==> src/shared/lsis_defines.vh <==
/*
 * constants for the laser status / interlock sequencer: apb register
 * offsets, field positions, reset values and timing counts.
 * assumes a 100 mhz system clock.
 */
`ifndef LSIS_DEFINES_VH
`define LSIS_DEFINES_VH

// clock rate and derived timing
`define LSIS_CLK_HZ          100000000
`define LSIS_HOLDOFF_S       5
`define LSIS_HOLDOFF_CYC     (`LSIS_HOLDOFF_S * `LSIS_CLK_HZ)
`define LSIS_CLAMP_NS        12000
`define LSIS_CLK_NS          10
`define LSIS_CLAMP_CYC       (`LSIS_CLAMP_NS / `LSIS_CLK_NS)
`define LSIS_BLINK_MS        250
`define LSIS_BLINK_CYC       (`LSIS_BLINK_MS * (`LSIS_CLK_HZ / 1000))
`define LSIS_MINPULSE_CYC    2

// apb register byte offsets
`define LSIS_REG_CTRL        12'h000
`define LSIS_REG_STATUS      12'h004
`define LSIS_REG_HOLDCNT     12'h008

// control register fields
`define LSIS_CTRL_OEM        0
`define LSIS_CTRL_TICKLE_EN  1
`define LSIS_CTRL_RST        32'h0000_0003

// status register fields
`define LSIS_ST_LOOP_OPEN    0
`define LSIS_ST_OVERTEMP     1
`define LSIS_ST_READY        2
`define LSIS_ST_GATE_OPEN    3
`define LSIS_ST_ACTIVE       4
`define LSIS_ST_PERMIT       5
`define LSIS_ST_REFL         6
`define LSIS_ST_HOLD_DONE    7
`define LSIS_ST_RF_EN        8
`define LSIS_ST_TICKLE       9
`define LSIS_ST_LOOP_LATCH   10

`endif

==> src/hw/lsis_sync.v <==
/*
 * three-stage input synchroniser with agreement filter.
 * assumes the input is asynchronous to clk_sys; output changes once
 * the second and third stages agree.
 */
`timescale 1ns/100ps
module lsis_sync #(
	parameter W = 1
) (
	input  wire         clk_sys,
	input  wire         nrst,
	input  wire [W-1:0] din,
	output reg  [W-1:0] dout
);

reg [W-1:0] stg1;
reg [W-1:0] stg2;
reg [W-1:0] stg3;
integer     i;

// only stg2 reads stg1
always @(posedge clk_sys) begin
	if (!nrst) begin
		stg1 <= {W{1'b0}};
		stg2 <= {W{1'b0}};
		stg3 <= {W{1'b0}};
		dout <= {W{1'b0}};
	end else begin
		stg1 <= din;
		stg2 <= stg1;
		stg3 <= stg2;
		for (i = 0; i < W; i = i + 1) begin
			if (stg2[i] == stg3[i])
				dout[i] <= stg3[i];
		end
	end
end

endmodule

==> src/hw/lsis_apb.v <==
/*
 * apb slave for the sequencer: one control register, read-only status
 * and hold-off counter. assumes apb3 master on clk_sys; zero wait states.
 */
`timescale 1ns/100ps
`include "lsis_defines.vh"
module lsis_apb (
	input  wire        clk_sys,
	input  wire        nrst,
	input  wire        psel,
	input  wire        penable,
	input  wire        pwrite,
	input  wire [11:0] paddr,
	input  wire [31:0] pwdata,
	output wire        pready,
	output reg  [31:0] prdata,
	output wire        pslverr,
	input  wire [31:0] status,
	input  wire [31:0] holdcnt,
	output reg  [31:0] ctrl
);

wire acc = psel & penable;
wire hit = (paddr == `LSIS_REG_CTRL) | (paddr == `LSIS_REG_STATUS) |
	(paddr == `LSIS_REG_HOLDCNT);

assign pready  = 1'b1;
// unmapped addresses answer with an error and read zero
assign pslverr = acc & ~hit;

always @(posedge clk_sys) begin
	if (!nrst) begin
		ctrl <= `LSIS_CTRL_RST;
	end else if (acc && pwrite && paddr == `LSIS_REG_CTRL) begin
		ctrl <= {30'h0000_0000, pwdata[1:0]};
	end
end

// read data is captured in the setup cycle, so it comes from a flop
// yet still stands through the whole zero-wait access phase
always @(posedge clk_sys) begin
	if (!nrst) begin
		prdata <= 32'h0000_0000;
	end else if (psel && !penable) begin
		case (paddr)
		`LSIS_REG_CTRL:    prdata <= ctrl;
		`LSIS_REG_STATUS:  prdata <= status;
		`LSIS_REG_HOLDCNT: prdata <= holdcnt;
		default:           prdata <= 32'h0000_0000;
		endcase
	end
end

endmodule

==> src/hw/lsis_top.v <==
/*
 * laser status / interlock sequencer: watches the safety loop, thermal
 * trip, beam-gate request, reflected-power fault and pulse command;
 * drives lamps, matching switch-closure outputs, rf enable and the
 * gated pulse drive. assumes all pin inputs are asynchronous to clk_sys
 * and that nrst is asserted at power-up (it is the power cycle).
 */
//
// Behaviour
// - each status output closes exactly while its named condition is true
// - every lamp state except the gate lamp's reflected-fault flash is mirrored on a matching output signal
// - open loop: red interlock lamp, loop output closed, permit open, no tickle
// - missing plug or inputs read as open loop, same outputs
// - thermal trip: red temp lamp, trip output closed, no permit or emission
// - ready and permit only while interlock and temperature both good
// - five-second hold-off after ready before any emission
// - rf power only while ready and gate both asserted
// - ready and gate indications are independent
// - gate closed with ready: permit closed, active open, lamp off
// - qualifying pulses light the emission lamp and close active; tickle not
// - normal: tickle on, ready on, active only during qualifying pulses
// - reflected fault: gate lamp flashes, pulses clamped to 12 us
// - reflected fault keeps other outputs normal, active still follows pulses
// - oem variant: loop fault unlatched, ready returns then hold-off
// - thermal trip latches until power cycle with temperature in range
// - reflected fault clearing restores unclamped pulses without power cycle
//
`timescale 1ns/100ps
`include "lsis_defines.vh"
module lsis_top #(
	parameter HOLDOFF_CYC = `LSIS_HOLDOFF_CYC,
	parameter BLINK_CYC   = `LSIS_BLINK_CYC,
	parameter CLAMP_CYC   = `LSIS_CLAMP_CYC,
	parameter MINPULSE    = `LSIS_MINPULSE_CYC
) (
	input  wire        clk_sys,
	input  wire        nrst,
	input  wire        psel,
	input  wire        penable,
	input  wire        pwrite,
	input  wire [11:0] paddr,
	input  wire [31:0] pwdata,
	output wire        pready,
	output wire [31:0] prdata,
	output wire        pslverr,
	input  wire        loop_ok,
	input  wire        loop_present,
	input  wire        temp_trip,
	input  wire        gate_req,
	input  wire        gate_present,
	input  wire        refl_fault,
	input  wire        pulse_cmd,
	input  wire        reset_req,
	output reg         lamp_loop_red,
	output reg         lamp_temp_red,
	output reg         lamp_ready,
	output reg         lamp_gate,
	output reg         lamp_emit,
	output reg         out_loop_open,
	output reg         out_overtemp,
	output reg         out_ready,
	output reg         out_gate_open,
	output reg         out_active,
	output reg         out_permit,
	output reg         rf_enable,
	output reg         tickle_en,
	output reg         pulse_drive
);

////////////////////////////////////////////////////////////////////////
// counter helpers

// counters stick at all ones instead of wrapping into a short count
function [31:0] lsis_inc;
	input [31:0] cnt;
	begin
		if (cnt == 32'hFFFF_FFFF)
			lsis_inc = cnt;
		else
			lsis_inc = cnt + 32'h0000_0001;
	end
endfunction

// true on the final cycle of a count running from 0 to lim-1
function lsis_last;
	input [31:0] cnt;
	input [31:0] lim;
	begin
		lsis_last = (cnt == lim - 32'h0000_0001);
	end
endfunction

////////////////////////////////////////////////////////////////////////
// input synchronisers

wire [7:0] pin_raw = {reset_req, pulse_cmd, refl_fault, gate_present,
	gate_req, temp_trip, loop_present, loop_ok};
wire [7:0] pin_s;

lsis_sync #(
	.W (8)
) u_sync (
	.clk_sys (clk_sys),
	.nrst    (nrst),
	.din     (pin_raw),
	.dout    (pin_s)
);

wire s_loop_ok  = pin_s[0];
wire s_loop_pr  = pin_s[1];
wire s_temp     = pin_s[2];
wire s_gate_req = pin_s[3];
wire s_gate_pr  = pin_s[4];
wire s_refl     = pin_s[5];
wire s_pulse    = pin_s[6];
wire s_rst_req  = pin_s[7];

////////////////////////////////////////////////////////////////////////
// registers

wire [31:0] ctrl;
reg  [31:0] status;
wire [31:0] holdcnt;
wire        oem_mode  = ctrl[`LSIS_CTRL_OEM];
wire        tickle_on = ctrl[`LSIS_CTRL_TICKLE_EN];

lsis_apb u_apb (
	.clk_sys (clk_sys),
	.nrst    (nrst),
	.psel    (psel),
	.penable (penable),
	.pwrite  (pwrite),
	.paddr   (paddr),
	.pwdata  (pwdata),
	.pready  (pready),
	.prdata  (prdata),
	.pslverr (pslverr),
	.status  (status),
	.holdcnt (holdcnt),
	.ctrl    (ctrl)
);

////////////////////////////////////////////////////////////////////////
// fault latches

// absent plug or inputs look exactly like an open loop
wire loop_bad = ~s_loop_ok | ~s_loop_pr;

reg loop_latch;
reg temp_latch;

// a loop fault latches on the keyed build until a reset request with
// the loop good; the oem build follows the input directly
always @(posedge clk_sys) begin
	if (!nrst) begin
		loop_latch <= 1'b0;
	end else if (loop_bad && !oem_mode) begin
		loop_latch <= 1'b1;
	end else if (oem_mode || s_rst_req) begin
		loop_latch <= 1'b0;
	end
end

// set wins; only nrst (power cycle) clears, and it re-latches on the fifth edge
// after release if the trip input is still high, once the synchroniser passes it
always @(posedge clk_sys) begin
	if (!nrst) begin
		temp_latch <= 1'b0;
	end else if (s_temp) begin
		temp_latch <= 1'b1;
	end
end

wire loop_fault = loop_bad | loop_latch;
wire temp_fault = temp_latch | s_temp;
wire ready_cond = ~loop_fault & ~temp_fault;
wire gate_cond  = s_gate_req & s_gate_pr;

////////////////////////////////////////////////////////////////////////
// hold-off counter

reg [31:0] hold_cnt;
reg        hold_done;

always @(posedge clk_sys) begin
	if (!nrst) begin
		hold_cnt  <= 32'h0000_0000;
		hold_done <= 1'b0;
	end else if (!ready_cond) begin
		hold_cnt  <= 32'h0000_0000;
		hold_done <= 1'b0;
	end else if (!hold_done) begin
		if (lsis_last(hold_cnt, HOLDOFF_CYC))
			hold_done <= 1'b1;
		else
			hold_cnt <= lsis_inc(hold_cnt);
	end
end

assign holdcnt = hold_cnt;

wire emit_ok = ready_cond & gate_cond & hold_done;

////////////////////////////////////////////////////////////////////////
// pulse qualification and clamp

reg [31:0] pulse_len;
reg        pulse_q;

// tickle-length pulses are too short to light the emission lamp
always @(posedge clk_sys) begin
	if (!nrst) begin
		pulse_len <= 32'h0000_0000;
		pulse_q   <= 1'b0;
	end else if (!s_pulse) begin
		pulse_len <= 32'h0000_0000;
		pulse_q   <= 1'b0;
	end else begin
		pulse_len <= lsis_inc(pulse_len);
		if (pulse_len >= MINPULSE - 1)
			pulse_q <= 1'b1;
	end
end

// clamp applies only while the fault stands, so clearing it restores
// full pulses at once
wire clamp_cut = s_refl && (pulse_len >= CLAMP_CYC);

wire next_drive  = emit_ok & s_pulse & ~clamp_cut;
wire next_active = emit_ok & pulse_q & ~clamp_cut;

////////////////////////////////////////////////////////////////////////
// blink generator

reg [31:0] blink_cnt;
reg        blink;

always @(posedge clk_sys) begin
	if (!nrst) begin
		blink_cnt <= 32'h0000_0000;
		blink     <= 1'b0;
	end else if (lsis_last(blink_cnt, BLINK_CYC)) begin
		blink_cnt <= 32'h0000_0000;
		blink     <= ~blink;
	end else begin
		blink_cnt <= lsis_inc(blink_cnt);
	end
end

////////////////////////////////////////////////////////////////////////
// outputs, all registered; lamps and switch outputs share one source, except that the gate lamp also takes blink

always @(posedge clk_sys) begin
	if (!nrst) begin
		lamp_loop_red <= 1'b0;
		lamp_temp_red <= 1'b0;
		lamp_ready    <= 1'b0;
		lamp_gate     <= 1'b0;
		lamp_emit     <= 1'b0;
		out_loop_open <= 1'b0;
		out_overtemp  <= 1'b0;
		out_ready     <= 1'b0;
		out_gate_open <= 1'b0;
		out_active    <= 1'b0;
		out_permit    <= 1'b0;
		rf_enable     <= 1'b0;
		tickle_en     <= 1'b0;
		pulse_drive   <= 1'b0;
	end else begin
		lamp_loop_red <= loop_fault;
		out_loop_open <= loop_fault;
		lamp_temp_red <= temp_fault;
		out_overtemp  <= temp_fault;
		lamp_ready    <= ready_cond;
		out_ready     <= ready_cond;
		out_permit    <= ready_cond;
		// flashing gate lamp marks the reflected fault
		lamp_gate     <= gate_cond & (~s_refl | blink);
		out_gate_open <= gate_cond;
		rf_enable     <= ready_cond & gate_cond;
		tickle_en     <= ready_cond & tickle_on;
		lamp_emit     <= next_active;
		out_active    <= next_active;
		pulse_drive   <= next_drive;
	end
end

// status word laid out by the field positions of the defines header
always @* begin
	status                      = 32'h0000_0000;
	status[`LSIS_ST_LOOP_OPEN]  = out_loop_open;
	status[`LSIS_ST_OVERTEMP]   = out_overtemp;
	status[`LSIS_ST_READY]      = out_ready;
	status[`LSIS_ST_GATE_OPEN]  = out_gate_open;
	status[`LSIS_ST_ACTIVE]     = out_active;
	status[`LSIS_ST_PERMIT]     = out_permit;
	status[`LSIS_ST_REFL]       = s_refl;
	status[`LSIS_ST_HOLD_DONE]  = hold_done;
	status[`LSIS_ST_RF_EN]      = rf_enable;
	status[`LSIS_ST_TICKLE]     = tickle_en;
	status[`LSIS_ST_LOOP_LATCH] = loop_latch;
end

endmodule

==> config.mk <==
export PLATFORM = sky130hd
export DESIGN_NAME = lsis_top
export DESIGN_NICKNAME = d
export VERILOG_FILES = /design/src/hw/lsis_sync.v /design/src/hw/lsis_apb.v /design/src/hw/lsis_top.v
export VERILOG_INCLUDE_DIRS = /design/src /design/src/shared
export SDC_FILE = /design/constraint.sdc
export NUM_CORES = 1
export LEC_CHECK = 0
export BUFFER_PORTS_ARGS = -buffer_cell sky130_fd_sc_hd__buf_2
export CORE_ASPECT_RATIO = 2
export CORE_MARGIN = 4
export CORE_UTILIZATION = 35
export CTS_BUF_LIST = sky130_fd_sc_hd__clkbuf_8 sky130_fd_sc_hd__clkbuf_16
export DETAILED_ROUTE_END_ITERATION = 10
export HOLD_SLACK_MARGIN = 0.15
export SLEW_MARGIN = 20
export SYNTH_ARGS = -nofsm -noshare
export SYNTH_HDL_FRONTEND = slang
export SYNTH_HIERARCHICAL = 1
export SYNTH_SLANG_ARGS = --single-unit
==> constraint.sdc <==
create_clock -name clk_sys -period 2.1 [get_ports clk_sys]
set_input_delay 0.42 -clock clk_sys [delete_from_list [all_inputs] [get_ports clk_sys]]
set_output_delay 0.42 -clock clk_sys [all_outputs]
set_load 0.03 [all_outputs]
# Yosys cells after proc, flatten, opt, wreduce, memory -nomap -nowiden

Cells that the tools add are included.

Add/subtract/negate cells: 3
Multipliers: 0
Div/mod/pow operators: 0
Order comparisons: 2
Equal/unequal tests: 15
Shift-type cells: 0
Mux-type cells: 5
Bitwise logic cells: 30
Reduce and logical (&&, ||, !) cells: 14

Operators with widths:

| operator                                                                              | number |
|---|---|
| 32-bit by 1-bit adder with 32-bit output, second input constant                       | 3 |
| 32-bit == test, second input constant                                                 | 3 |
| 32-bit one-hot mux with 3 select lines                                                | 1 |
| 32-bit by 25-bit == test with 1-bit output, second input constant                     | 1 |
| 32-bit by 29-bit == test with 1-bit output, second input constant                     | 1 |
| 32-bit by 1-bit greater-or-equal comparator with 1-bit output, second input constant  | 1 |
| 32-bit by 11-bit greater-or-equal comparator with 1-bit output, second input constant | 1 |
| 1-bit bitwise AND                                                                     | 12 |
| 12-bit by 3-bit == test with 1-bit output, second input constant                      | 1 |
| 12-bit by 4-bit == test with 1-bit output, second input constant                      | 1 |
| 12-bit zero test                                                                      | 1 |
| 1-bit inverter                                                                        | 12 |
| 1-bit == test                                                                         | 8 |
| 1-bit OR                                                                              | 6 |
| 1-bit logical AND                                                                     | 5 |
| 1-bit two-way mux                                                                     | 4 |
| 2-bit AND reduction                                                                   | 2 |
| 3-bit AND reduction                                                                   | 1 |
| 1-bit zero test                                                                       | 2 |
| 2-bit nonzero test                                                                    | 1 |
| 2-bit OR reduction                                                                    | 1 |
| 1-bit logical OR                                                                      | 1 |

Flip-flop bits (word level): 176
Latch bits: 0
Memory bits (writable): 0
Memory bits (read-only): 0
Input bits: 57
Output and inout port bits: 48
Logic and storage cells: 99
Memories kept: 0

# Depth between registers and ports, before layout

Word-level depth: 9
Gate-level depth with buffers: 9
Depth with buffers taken out: 7

# By module

The synthesis kept the hierarchy.

Modules (own cells, without submodules):

| module    | instances | cells each | area an instance (um^2) | sequential area each (um^2) |
|---|---|---|---|---|
| lsis_top  | 1         | 650        | 5387.7                  | 2202.1 |
| lsis_apb  | 1         | 171        | 1734.2                  | 680.7 |
| lsis_sync | 1         | 83         | 960.9                   | 640.6 |

# Worst setup path after synthesis

Ideal clock, no wire load.

Path kind: reg2reg
Start point: register pulse_len[2]
End point: register pulse_len[27]
Setup time: 0.071 ns
Arrival time: 2.043 ns
Data required time: 2.029 ns
Setup slack: -0.013 ns
Stages on the path, launching flop included: 6
Path buffers: 0
Period minus slack after synthesis: 2.113 ns
Cells stage by stage: dfxtp_1 > nand4_2 > or4_4 > or4b_4 > or3_1 > a21oi_1

Word-level cells in the longest chain between the ends: 1
Elaborated cells between the ends (all ways): 2
Classes of those cells: 1 x add/sub; 1 x eq/ne

Ends and longest elaborated chain:

| element                                                                           | RTL line                     | source |
|---|---|---|
| start: declaration                                                                | lsis_top.v:207               | `reg [31:0] pulse_len;` |
| start signal: assignment                                                          | lsis_top.v:219               | `pulse_len <= lsis_inc(pulse_len);` |
| 32-bit by 1-bit adder with 32-bit output / 32-bit == test (equally long branches) | lsis_top.v:80, lsis_top.v:77 |  |

Several ways; a longest one is shown, not always the timed one.
A chain may end at the register's enable or synchronous reset.

# Worst setup path after layout

Start point: register pulse_len[5]
End point: register pulse_len[31]

The elaborated chain is that of the path after synthesis.

==> summary.md <==
| Metric | Value |
|---|---|
| Status | complete, no violations |
| Initial Util | 0.356 |
| Flop-to-flop setup slack | 0.01 ns |
| Post-Layout Cell Count | 1,319 |
| Starting DRT DRC Count | 296 |
| DRC viols | 0 |
| Crit path capture type | register |
| Fmax | 479 MHz |
| Drt total wl | 20.5 mm |
| Die X | 114 um |
| Path depth of the worst reg2reg path | 5 |
| Pre-Repair DR Iteration Count | 4 |
| Slew @ Worst Pin | 0.675 ns |
| Fill count | 2,217 |
| Mapped Cells | 873 |
| Syn-to-layout area delta | 24.5% |
| Placed insts | 1,281 |
| Final Cycle Share | 0.993 |
| Layout cells sized above 1 | 0.235 |
| CTS tree | done |
| Max Cap Violations | 0 |
| Syn Area/Cell | 9.00 um2 |
| Detail Placement HPWL | 15.3 mm |
| DRT antenna net count | 0 |
| Critical path arrival | 2.46 ns |
| Via Count | 6,884 |
| Gp weighted congestion | 0.862 |
| GRT Util Overall | 0.165 |
| Port buffer count | 73 |
| Fin Clk Skew | 0.00718 ns |
| Die Height | 220 um |
| Clk Latency, worst-skew pair | 0.44 ns |
| Setup crit start kind | register |
| H-tree depth | 4 |
| LEAKAGE | 3.56 nW |
| Num CTS Buffers | 17 |
| Yosys warns | 6 |
| HP Class | in2reg |
| Routed len/inst | 15.6 um |
| Final-report hold violation count | 0 |
| Die area | 25,000 um2 |
| IO Pins | 105 |
| Reg-to-reg endpoint | pulse_len[31] |
| Initial antenna violation count | 2 |
| Post-route minimum period | 2.09 ns |
| Hold Crit Depth | 2 |
| Clk sinks | 176 |
| Vias in the first global route | 6,805 |
| Diodes inserted | 0 |
| Worst min-delay path startpoint | reset_req |
| CP max FO | 6 |
| Final core occ | 0.443 |
| Netlist Area Pre-Place | 7850 um2 |
| Unrepaired setup endpoints after global routing | yes |
| Reg-to-Reg Start | pulse_len[5] |
| Setup Viol. Count Final | 0 |
| Peak VDD IR | 418 uV |
| Slew Limit Fails | 0 |
| Req. time, crit path | 2.47 ns |
| Core ar. | 22,100 um2 |
| FP Rows | 77 |
| DR vias/cell | 5.22 |
| Worst hold endpoint | u_sync/stg1[7] |
| Grt total ovfl | 0 |
| WS Path Type | reg2reg |
| Worst-path clk slew | 0.07 ns |
| Slew headroom | 0.550 |
| Max Root-Sink Buffers | 2 |
| PD cells | 674 nW/um2 |
| WHS | 0.182 ns |
| NumNets Final | 1,093 |
| Global-route wire length before repair | 32.7 mm |
| Power, Total | 6.59 mW |
| Largest net degree at the start of global routing | 35 |
| CTS root buf | clkbuf_16 |
[report_power, final]
group / total [mW] / switching [mW] / leakage (nW) / internal [mW]
combinational: 0.201 / 0.122 / 1.86 / 0.0789
sequential: 3.37 / 0.0124 / 1.42 / 3.36
clock: 3.02 / 1.44 / 0.271 / 1.58
total: 6.59 / 1.57 / 3.56 / 5.02
[repair_timing]
action / in CTS / in global routing
setup buffers: 1 / 3
setup endpoints to repair: 1 / 59
gates resized for setup: 0 / 19
hold buffers: 0 / 0
cloned: 0 / 2
pin swaps: 1 / 4
[worst max path at each step]
stage | startpoint | end | cells past startpoint
after detailed placement | hold_cnt[11] | hold_cnt[7] | 7
after floorplan | blink_cnt[0] | blink_cnt[4] | 8
after global routing | pulse_len[5] | pulse_len[27] | 5
after global placement | hold_cnt[11] | hold_cnt[5] | 7
after CTS | pulse_len[5] | pulse_len[31] | 5
final | pulse_len[5] | pulse_len[31] | 5
[area by class of cell]
cell class	instances	area, um2	area share
repair buffers	163	1090	0.111
flip-flops and latches	176	3530	0.361
well taps	276	345	0.0353
multi-input cells	655	4190	0.429
clock buffers	18	439	0.0449
inverters	17	63.8	0.00653
clock inverters	14	119	0.0122
[state kept, by name (all words and copies together) (netlist names), 2 cells and up]
register	cells
u_apb/prdata	32
blink_cnt	32
u_sync/stg1	8
u_sync/stg2	8
u_sync/stg3	8
u_apb/ctrl	2
pulse_len	32
u_sync/dout	8
hold_cnt	32
[metal layers]
layer | vias up | global-route usage | wire length (um)
li1 | 3468 | - | -
met1 | 3205 | 0.163 | 7640
met2 | 147 | 0.309 | 11100
met3 | 62 | 0.0333 | 804
met4 | 2 | 0.0967 | 1020
met5 | - | 0 | 14
[per-stage QoR]
step / setup TNS [ns] / instance area [um2] / setup slack [ns]
after detailed placement: 0 / 9080 / 0.0264
after global routing: -0.116 / 9780 / -0.0535
after floorplan: 0 / 7930 / 0.0296
after global placement: 0 / 9080 / 0.0489
after CTS: 0 / 9650 / 0.00554
final: 0 / 9780 / 0.0140
[critical path, stage by stage, from the launching register on]
cell and delay [ns]:
dfxtp_2 0.35, nand4_4 0.11, or4_4 0.53, or4b_4 0.54, or3_1 0.34, a21oi_1 0.14
[cell usage in the layout (no fill, tap or decap), drive strengths merged, types with 4 or more instances in the layout]
master     n
dfxtp    176
buf      161
nor2      97
nand2     61
xnor2     38
a21oi     35
and2      35
nand4     33
nand3     32
a22oi     30
o2bb2ai   30
o21ai     29
nor4      26
inv       26
xor2      22
conb      22
or3       21
clkbuf    19
nor3      15
and4      15
and3      14
a211oi    10
a21boi     9
or4        8
nor4b      6
ha         6
a31o       5
a31oi      5
o31ai      5
nor3b      4
mux2i      4
nand2b     4
No activity file was read; power rests on OpenSTA's default activity.
